File: config.mk
export PLATFORM = sky130hd
export DESIGN_NAME = aws_status
export DESIGN_NICKNAME = d
export VERILOG_FILES = /design/src/aws_pkg.sv /design/src/aws_status.sv
export SDC_FILE = /design/constraint.sdc
export NUM_CORES = 1
export LEC_CHECK = 0
export ABC_AREA = 1
export BUFFER_PORTS_ARGS = -buffer_cell sky130_fd_sc_hd__clkbuf_2
export CORE_MARGIN = 1.5
export CORE_UTILIZATION = 45
export DETAILED_ROUTE_END_ITERATION = 7
export PLACE_DENSITY_LB_ADDON = 0.12
export SYNTH_ARGS = -nofsm -noshare
export SYNTH_HDL_FRONTEND = slang
export SYNTH_SLANG_ARGS = --single-unit
export TNS_END_PERCENT = 30
File: constraint.sdc
create_clock -name aclk -period 4.5 [get_ports aclk]
set_input_delay 0.225 -clock aclk [delete_from_list [all_inputs] [get_ports aclk]]
set_output_delay 0.225 -clock aclk [all_outputs]
set_load 0.1 [all_outputs]
File: src/aws_pkg.sv
// Purpose: Constants and types for the area window and coast input status block
// Assumes: 32-bit AXI4-Lite register access, one aligned word per register
// Notes:   Offsets are byte addresses
package aws_pkg;

  // ==========================================================================
  // Register map
  localparam logic [7:0] AWS_OFF_STATUS   = 8'h00;
  localparam logic [7:0] AWS_OFF_CTRL     = 8'h04;
  localparam logic [7:0] AWS_OFF_BOUND1   = 8'h08;
  localparam logic [7:0] AWS_OFF_BOUND2   = 8'h0C;
  localparam logic [7:0] AWS_OFF_POSITION = 8'h10;

  // ==========================================================================
  // Field positions
  localparam int AWS_BIT_WINDOW_FLAG = 0;
  localparam int AWS_BIT_COAST_FLAG  = 1;
  localparam int AWS_BIT_WIN_POL     = 0;
  localparam int AWS_BIT_COAST_POL   = 1;
  localparam int AWS_BIT_CUR_EN      = 2;

  // ==========================================================================
  // Reset values
  localparam logic [2:0]  AWS_CTRL_RST  = 3'h4;
  localparam logic [31:0] AWS_BOUND_RST = 32'h0000_0000;

  // ==========================================================================
  // AXI responses
  localparam logic [1:0] AWS_RESP_OKAY   = 2'h0;
  localparam logic [1:0] AWS_RESP_SLVERR = 2'h2;

  typedef struct packed {
    logic window_output_polarity;
    logic coast_input_polarity;
    logic current_enable;
  } aws_ctrl_s;

  typedef struct packed {
    logic window_status_flag;
    logic coast_input_status_flag;
  } aws_stat_s;

endpackage : aws_pkg

File: src/aws_status.sv
// Purpose: Position window output and coast input status flags with AXI4-Lite registers
// Assumes: Pins synchronous to aclk; position counter supplied by the motion logic
// Notes:   Flags are refreshed every enabled cycle
`timescale 1ns/1ps

// Operation
// [RL1] Window flag reads window output, zero at reset
// [RL2] Window on when position between both bounds
// [RL3] Window evaluated also while motor stands still
// [RL4] Window pin active level set by polarity
// [RL5] Coast flag reads coast input, zero at reset
// [RL6] Coast input compared against chosen polarity level
// [RL7] Coast flag zero while current disabled
// [RL8] Both flags refreshed every clock cycle (here only on cycles with clk_en high)
module aws_status
  import aws_pkg::*;
#(
  parameter int POS_W = 32
) (
  input  wire logic                    aclk,
  input  wire logic                    aresetn,
  input  wire logic                    clk_en,
  input  wire logic signed [POS_W-1:0] position_counter,
  input  wire logic                    motor_moving,
  input  wire logic                    coast_request_input,
  output logic                         window_output_pin,
  output logic                         window_status_flag,
  output logic                         coast_input_status_flag,
  output logic                         motor_current_on,
  input  wire logic [7:0]              s_axi_awaddr,
  input  wire logic                    s_axi_awvalid,
  output logic                         s_axi_awready,
  input  wire logic [31:0]             s_axi_wdata,
  input  wire logic [3:0]              s_axi_wstrb,
  input  wire logic                    s_axi_wvalid,
  output logic                         s_axi_wready,
  output logic [1:0]                   s_axi_bresp,
  output logic                         s_axi_bvalid,
  input  wire logic                    s_axi_bready,
  input  wire logic [7:0]              s_axi_araddr,
  input  wire logic                    s_axi_arvalid,
  output logic                         s_axi_arready,
  output logic [31:0]                  s_axi_rdata,
  output logic [1:0]                   s_axi_rresp,
  output logic                         s_axi_rvalid,
  input  wire logic                    s_axi_rready
);

  // ==========================================================================
  // Helpers
  // Byte-lane merge honouring the write strobes of every writable register
  function automatic logic [31:0] aws_merge(input logic [31:0] old_v,
                                            input logic [31:0] new_v,
                                            input logic [3:0]  strb);
    logic [31:0] res;
    res = old_v;
    for (int i = 0; i < 4; i++) begin
      if (strb[i]) begin
        res[i*8 +: 8] = new_v[i*8 +: 8];
      end
    end
    return res;
  endfunction : aws_merge

  // Addresses that answer OKAY; anything else gets SLVERR and has no effect
  function automatic logic aws_known(input logic [7:0] a);
    return (a == AWS_OFF_STATUS) || (a == AWS_OFF_CTRL) || (a == AWS_OFF_BOUND1) ||
           (a == AWS_OFF_BOUND2) || (a == AWS_OFF_POSITION);
  endfunction : aws_known

  // The packed struct keeps its own field order; the register word layout
  // follows the package bit positions, so every conversion passes here.
  function automatic logic [31:0] aws_ctrl_word(input aws_ctrl_s c);
    logic [31:0] w;
    w                    = '0;
    w[AWS_BIT_WIN_POL]   = c.window_output_polarity;
    w[AWS_BIT_COAST_POL] = c.coast_input_polarity;
    w[AWS_BIT_CUR_EN]    = c.current_enable;
    return w;
  endfunction : aws_ctrl_word

  function automatic aws_ctrl_s aws_ctrl_fields(input logic [31:0] w);
    aws_ctrl_s c;
    c.window_output_polarity = w[AWS_BIT_WIN_POL];
    c.coast_input_polarity   = w[AWS_BIT_COAST_POL];
    c.current_enable         = w[AWS_BIT_CUR_EN];
    return c;
  endfunction : aws_ctrl_fields

  // Reset control value taken field by field, not in struct bit order
  localparam aws_ctrl_s CTRL_RST_FIELDS = aws_ctrl_fields({29'h0, AWS_CTRL_RST});

  // ==========================================================================
  // State
  aws_ctrl_s               ctrl_r,    ctrl_nxt;
  logic signed [POS_W-1:0] bound1_r,  bound1_nxt;
  logic signed [POS_W-1:0] bound2_r,  bound2_nxt;
  aws_stat_s               stat_r,    stat_nxt;
  logic                    win_pin_r, win_pin_nxt;

  // Write and read channel state
  logic                    aw_held_r, aw_held_nxt;
  logic [7:0]              aw_addr_r, aw_addr_nxt;
  logic                    w_held_r,  w_held_nxt;
  logic [31:0]             w_data_r,  w_data_nxt;
  logic [3:0]              w_strb_r,  w_strb_nxt;
  logic                    bvalid_r,  bvalid_nxt;
  logic [1:0]              bresp_r,   bresp_nxt;
  logic                    rvalid_r,  rvalid_nxt;
  logic [31:0]             rdata_r,   rdata_nxt;
  logic [1:0]              rresp_r,   rresp_nxt;

  // Combinational intermediates
  logic                    in_window;
  logic                    coast_active;
  logic                    do_write;
  logic [31:0]             rd_word;
  logic [31:0]             wr_merged;

  // ==========================================================================
  // Window and coast evaluation
  // Bounds may be given in either order, so compare against min and max.
  // motor_moving is deliberately unused in this block: the window holds at rest.
  // Both bounds are inclusive.
  always_comb begin
    if (bound1_r <= bound2_r) begin
      in_window = (position_counter >= bound1_r) &&
                  (position_counter <= bound2_r);                   // [RL2] [RL3]
    end else begin
      in_window = (position_counter >= bound2_r) &&
                  (position_counter <= bound1_r);                   // [RL2] [RL3]
    end
    coast_active = (coast_request_input == ctrl_r.coast_input_polarity); // [RL6]
  end

  always_comb begin
    stat_nxt.window_status_flag      = in_window;                   // [RL1] [RL8]
    // A disabled current masks the flag; it is not the real current state.
    stat_nxt.coast_input_status_flag = coast_active && ctrl_r.current_enable; // [RL5] [RL7] [RL8]
    win_pin_nxt = in_window ? ctrl_r.window_output_polarity
                            : ~ctrl_r.window_output_polarity;       // [RL4]
  end

  // ==========================================================================
  // AXI4-Lite write path
  always_comb begin
    aw_held_nxt = aw_held_r;
    aw_addr_nxt = aw_addr_r;
    w_held_nxt  = w_held_r;
    w_data_nxt  = w_data_r;
    w_strb_nxt  = w_strb_r;
    bvalid_nxt  = bvalid_r;
    bresp_nxt   = bresp_r;
    ctrl_nxt    = ctrl_r;
    bound1_nxt  = bound1_r;
    bound2_nxt  = bound2_r;
    wr_merged   = '0;
    if (s_axi_awvalid && s_axi_awready) begin
      aw_held_nxt = 1'b1;
      aw_addr_nxt = s_axi_awaddr;
    end
    if (s_axi_wvalid && s_axi_wready) begin
      w_held_nxt = 1'b1;
      w_data_nxt = s_axi_wdata;
      w_strb_nxt = s_axi_wstrb;
    end
    if (do_write) begin
      aw_held_nxt = 1'b0;
      w_held_nxt  = 1'b0;
      bvalid_nxt  = 1'b1;
      bresp_nxt   = aws_known(aw_addr_r) ? AWS_RESP_OKAY : AWS_RESP_SLVERR;
      unique case (aw_addr_r)
        AWS_OFF_CTRL: begin
          wr_merged = aws_merge(aws_ctrl_word(ctrl_r), w_data_r, w_strb_r);
          ctrl_nxt  = aws_ctrl_fields(wr_merged);
        end
        AWS_OFF_BOUND1: begin
          wr_merged  = aws_merge(32'(bound1_r), w_data_r, w_strb_r);
          bound1_nxt = POS_W'(wr_merged);
        end
        AWS_OFF_BOUND2: begin
          wr_merged  = aws_merge(32'(bound2_r), w_data_r, w_strb_r);
          bound2_nxt = POS_W'(wr_merged);
        end
        default: begin
          wr_merged = '0;
        end
      endcase
    end else if (bvalid_r && s_axi_bready) begin
      bvalid_nxt = 1'b0;
    end
  end

  assign do_write      = aw_held_r && w_held_r && !bvalid_r;
  assign s_axi_awready = clk_en && !aw_held_r;
  assign s_axi_wready  = clk_en && !w_held_r;
  assign s_axi_bvalid  = bvalid_r;
  assign s_axi_bresp   = bresp_r;

  // ==========================================================================
  // AXI4-Lite read path
  always_comb begin
    rd_word = '0;
    unique case (s_axi_araddr)
      AWS_OFF_STATUS: begin
        rd_word[AWS_BIT_WINDOW_FLAG] = stat_r.window_status_flag;
        rd_word[AWS_BIT_COAST_FLAG]  = stat_r.coast_input_status_flag;
      end
      AWS_OFF_CTRL:     rd_word = aws_ctrl_word(ctrl_r);
      AWS_OFF_BOUND1:   rd_word = 32'(bound1_r);
      AWS_OFF_BOUND2:   rd_word = 32'(bound2_r);
      AWS_OFF_POSITION: rd_word = 32'(position_counter);
      default:          rd_word = '0;
    endcase
    rvalid_nxt = rvalid_r;
    rdata_nxt  = rdata_r;
    rresp_nxt  = rresp_r;
    if (s_axi_arvalid && s_axi_arready) begin
      rvalid_nxt = 1'b1;
      rdata_nxt  = rd_word;
      rresp_nxt  = aws_known(s_axi_araddr) ? AWS_RESP_OKAY : AWS_RESP_SLVERR;
    end else if (rvalid_r && s_axi_rready) begin
      rvalid_nxt = 1'b0;
    end
  end

  assign s_axi_arready = clk_en && !rvalid_r;
  assign s_axi_rvalid  = rvalid_r;
  assign s_axi_rdata   = rdata_r;
  assign s_axi_rresp   = rresp_r;

  // ==========================================================================
  // Configuration registers
  // Reset leaves current enabled and both polarities active low.
  always_ff @(posedge aclk) begin
    if (!aresetn) begin
      ctrl_r   <= CTRL_RST_FIELDS;
      bound1_r <= POS_W'(AWS_BOUND_RST);
      bound2_r <= POS_W'(AWS_BOUND_RST);
    end else if (clk_en) begin
      ctrl_r   <= ctrl_nxt;
      bound1_r <= bound1_nxt;
      bound2_r <= bound2_nxt;
    end
  end

  // ==========================================================================
  // Status flags and window pin
  // Flags and pin move together, one enabled edge after their inputs.
  always_ff @(posedge aclk) begin
    if (!aresetn) begin
      stat_r    <= '0;
      win_pin_r <= 1'b0;
    end else if (clk_en) begin
      stat_r    <= stat_nxt;
      win_pin_r <= win_pin_nxt;
    end
  end

  // ==========================================================================
  // Write channel registers
  // Address and data are parked separately so either may arrive first;
  // the response is built only once both are held.
  always_ff @(posedge aclk) begin
    if (!aresetn) begin
      aw_held_r <= 1'b0;
      aw_addr_r <= '0;
      w_held_r  <= 1'b0;
      w_data_r  <= '0;
      w_strb_r  <= '0;
      bvalid_r  <= 1'b0;
      bresp_r   <= AWS_RESP_OKAY;
    end else if (clk_en) begin
      aw_held_r <= aw_held_nxt;
      aw_addr_r <= aw_addr_nxt;
      w_held_r  <= w_held_nxt;
      w_data_r  <= w_data_nxt;
      w_strb_r  <= w_strb_nxt;
      bvalid_r  <= bvalid_nxt;
      bresp_r   <= bresp_nxt;
    end
  end

  // ==========================================================================
  // Read channel registers
  // Read data is captured when the address is taken and then held.
  // Limitation: bvalid and rvalid are not masked by clk_en, so a master
  // must not finish a response handshake while the block is frozen.
  always_ff @(posedge aclk) begin
    if (!aresetn) begin
      rvalid_r <= 1'b0;
      rdata_r  <= '0;
      rresp_r  <= AWS_RESP_OKAY;
    end else if (clk_en) begin
      rvalid_r <= rvalid_nxt;
      rdata_r  <= rdata_nxt;
      rresp_r  <= rresp_nxt;
    end
  end

  assign window_output_pin       = win_pin_r;
  assign window_status_flag      = stat_r.window_status_flag;
  assign coast_input_status_flag = stat_r.coast_input_status_flag;
  assign motor_current_on        = ctrl_r.current_enable;

endmodule : aws_status

==> flow_results.org <==
** Power and ir drop
- Of the total power, the share spent switching nets is 26.3%.
- Internal power :: 2.38 mW
- The design draws 3.22 mW.
- Lkg Pwr :: roughly 4.3 nW
- P_sw :: 849 uW
- In this run, the clock network consumes between 40% and 50% of the power.
- In this run the power density over the cells is ~330 nW/um^2.
- Combinational cell fraction of total power :: 10.2%
- Registers are responsible for 43.4% of the overall power.
- The worst-case IR drop observed on VDD is ~280 uV.

** STA
- Slew at the pin closest to its max-slew limit :: between 1 and 1.5 ns
- Setup TNS :: 0 ns
- Max-slew violations :: 0
- The final critical path takes up 49.2% of the cycle.
- Final setup fails :: 0
- Derived from the worst setup path, the maximum achievable clock frequency is 0.452 GHz.
- The final-report hold violation count is 0.
- Shortest clock period the worst path allows after layout :: 2.21 ns
- Clock skew on the completed layout was measured at a little over 0.01 ns.
- RSZ-0062 raised after global routing :: false
- Normalized max-slew margin :: 22.4%

** GRT
- Maximum number of pins on one net before global-route repair :: 117
- Vias in the first global route :: 7,128
- The first global-routing pass estimated approximately 36,000 um of wire.
- Total overflow reported by the global router :: 0
- Initial antenna violation count :: 0
- For this run, the total global-route usage over all layers was measured as between 20% and 30%.

** Cells and area
- The net count of the finished layout is roughly 1,400.
- The area growth from synthesis to layout is 16.4%.
- Number of diodes :: 0
- Fin cells :: 1,491
- Layout cells sized above 1 :: 15.2%
- At the end of the flow the core is filled with cells to 53.9%.
- Fill cells in the final layout number 1,792.

** Clock tree
- Quantity of gates resized following cts :: 0
- The longest clock path from root to sink contains 2 buffers.
- The clock tree synthesis step divided the H-tree into 4 levels.
- Clock latency on the worst-skew pair :: 0.43 ns
- Clock tree from TritonCTS :: built
- CTS saw 152 sinks.
- After clock tree synthesis, the clock-pin slew on the worst setup and hold paths is 0.06 ns.
- Postcts setup bufs :: 0
- CTS Root Cell :: sky130_fd_sc_hd__clkbuf_16
- Number of clock buffers inserted by TritonCTS :: 17
- Number of buffers added to fix hold violations after cts :: 0

** Worst setup path
- Setup Crit Path Kind :: register to register
- The worst setup path is captured at a register.
- Critical-path maximum fanout :: 36
- Beginning of the critical path :: s_axi_rvalid
- Data on the critical path arrives at its endpoint at 2.55 ns.
- Sort of element at the start of the critical path :: register
- The startpoint identified for the worst register-to-register timing path is s_axi_rvalid.
- STA puts the critical path data required time at 4.84 ns.

** Worst hold path
- The tightest min-delay check is of the input port to register type.
- Hold path startpoint :: s_axi_wdata[21]

** Drt
- Detailed Route WL :: 22,300 um
- Vias after detailed routing :: 7,709
- Post-detailed-route DRC marker count :: 10
- Dividing the detail-routed wire length by the instance count gives 14.9 um.
- DRC violation total after the first TritonRoute iteration :: 308
- Iteration count of the initial detailed-routing pass :: 7
- The detail route stage leaves a number of antenna-violating nets equal to 0.
- Number of vias per cell :: 5.17

** Outcome
- The final reports fail on design-rule violations.
- Outcome :: finished, violations left

** Placed design
- Detailed placement finished with a half-perimeter wire length of 15,800 um.
- RePlAce Congestion :: 0.832
- Port buffer count :: 135
- After detailed placement, the design holds a cell count of 1,459.

** Logic synthesis
- For this run, the number of Yosys warnings is 0.
- Post-Synthesis Mean Instance Area :: 7.37 sq um
- Summed instance area of the synthesized netlist :: 8370 sq um
- Number of flip-flops and latches in the synthesized netlist :: between 150 and 200
- Of the synthesized area, sequential elements account for 36.3%.
- Post-synthesis instance total :: roughly 1,100
- Yosys cell types :: 32

** Flow run
- Count of maximum capacitance violations :: 0

** Floorplanning
- Standard cell core area :: about 18,000 sq um
- The floorplan step defined a die boundary enclosing 19,400 sq um.
- Starting Density :: 46.3%
- Die Y-Extent :: 139 um
- 139 I/O pins were placed.
- The die is roughly 140 um wide.
- After floorplanning, the core was divided into between 40 and 50 placement rows.
==> cell families after synthesis <==
logic type	share of synthesized area, %
AOI/OAI and AO/OA	21.3
xor gates and xnor gates	0.105
adders and majority gates	14.3
buffers and inverters	8.79
DFF	36.3
other	0.0448
and+or+nand+nor	19.1
==> synthesized netlist by cell type (all sizes together) <==
cell | number | area [sq um]
conb | 1 | 3.75
a21oi | 160 | 801
dfxtp | 152 | 3040
o21ai | 123 | 616
a221oi | 2 | 17.5
nor3 | 8 | 50.1
inv | 126 | 473
nor2 | 116 | 443
clkbuf | 25 | 93.8
o22ai | 3 | 18.8
a21o | 2 | 15.0
buf | 24 | 165
ha | 96 | 1200
nand3 | 16 | 95.1
nor4 | 6 | 82.6
o221ai | 29 | 254
xnor2 | 1 | 8.76
o21a | 6 | 45.0
nand2 | 226 | 858
nand4 | 11 | 68.8
o211ai | 2 | 15.0
clkinv | 1 | 3.75
==> worst paths after layout <==
check / end / slack [ns] / cells past startpoint
worst min-delay path: w_data_r[21] / 0.01 / 3
worst max register to register: s_axi_rdata[2] / 2.29 / 6
worst min register to register: aw_addr_r[0] / 0.45 / 2
worst max-delay path: s_axi_rdata[2] / 2.29 / 6
==> metrics by stage <==
step | worst slack, ns | area, sq um | hold WS, ns
floorplan | 1.30 | 8380 | 0.360
finish | 2.29 | 9750 | 0.0108
global placement | 1.98 | 9130 | 0.440
global route | 2.05 | 9750 | 0.0130
CTS | 2.27 | 9750 | 0.00750
detailed placement | 1.96 | 9130 | 0.446
==> state kept, by name (all words and copies together) (netlist names), 2 cells and up <==
name         flops
aw_addr_r        8
bound1_r        32
bound2_r        32
ctrl_r           2
s_axi_rdata     32
w_data_r        32
w_strb_r         4
==> metal layers <==
layer | GRT usage, % | vias up | routed length, um
li1 | - | 4052 | -
met5 | 0 | - | 0
met4 | 7.56 | 0 | 418
met2 | 36.2 | 163 | 9690
met3 | 5.54 | 31 | 1100
met1 | 31.6 | 3463 | 11100
==> worst max-delay path: stages (launching register included) <==
cell and delay (ns):
sky130_fd_sc_hd__dfxtp_1 0.32, sky130_fd_sc_hd__nor2_1 0.15, sky130_fd_sc_hd__nand2_1 0.07, sky130_fd_sc_hd__buf_4 0.26
sky130_fd_sc_hd__inv_1 0.91, sky130_fd_sc_hd__o21ai_0 0.22, sky130_fd_sc_hd__a21oi_1 0.17
==> power by group through the flow <==
stage	Sequential, mW	Clock (mW)	Combinational (mW)
floorplan	1.46	0	0.190
global placement	1.43	0	0.326
detailed placement	1.43	0	0.329
CTS	1.40	1.52	0.331
global route	1.40	1.59	0.373
finish	1.40	1.49	0.330
==> cells in the final DEF, fill, tap and decap left out, types with 2 or more instances in the layout <==
cell / n
sky130_fd_sc_hd__nor2_2: 4
sky130_fd_sc_hd__dfxtp_1: 152
sky130_fd_sc_hd__a21o_1: 2
sky130_fd_sc_hd__nor4_4: 3
sky130_fd_sc_hd__inv_2: 3
sky130_fd_sc_hd__o22ai_1: 3
sky130_fd_sc_hd__nand2_2: 4
sky130_fd_sc_hd__nand3_2: 3
sky130_fd_sc_hd__o211ai_1: 2
sky130_fd_sc_hd__a21oi_1: 160
sky130_fd_sc_hd__clkinvlp_4: 4
sky130_fd_sc_hd__nand3_1: 13
sky130_fd_sc_hd__o21ai_0: 121
sky130_fd_sc_hd__o21a_1: 6
sky130_fd_sc_hd__nand4_1: 11
sky130_fd_sc_hd__clkbuf_2: 135
sky130_fd_sc_hd__inv_1: 123
sky130_fd_sc_hd__bufinv_16: 3
sky130_fd_sc_hd__o21ai_1: 2
sky130_fd_sc_hd__inv_6: 4
sky130_fd_sc_hd__ha_1: 96
sky130_fd_sc_hd__conb_1: 2
sky130_fd_sc_hd__a221oi_1: 2
sky130_fd_sc_hd__clkbuf_16: 17
sky130_fd_sc_hd__o221ai_1: 29
sky130_fd_sc_hd__nor3_2: 2
sky130_fd_sc_hd__buf_4: 7
sky130_fd_sc_hd__nand2_1: 222
sky130_fd_sc_hd__nor3_1: 6
sky130_fd_sc_hd__nor2_1: 112
sky130_fd_sc_hd__nor4_1: 3
==> layout make-up <==
cell class / count / area (sq um) / share of cell area, %
Tap cell: 229 / 287 / 2.94
Timing Repair Buffer: 142 / 728 / 7.47
Sequential cell: 152 / 3040 / 31.2
Inverter: 127 / 477 / 4.89
Multi-Input combinational cell: 809 / 4600 / 47.2
Clock buffer: 19 / 443 / 4.54
Clock inverter: 13 / 169 / 1.73
(Power assumes the default switching activity.)
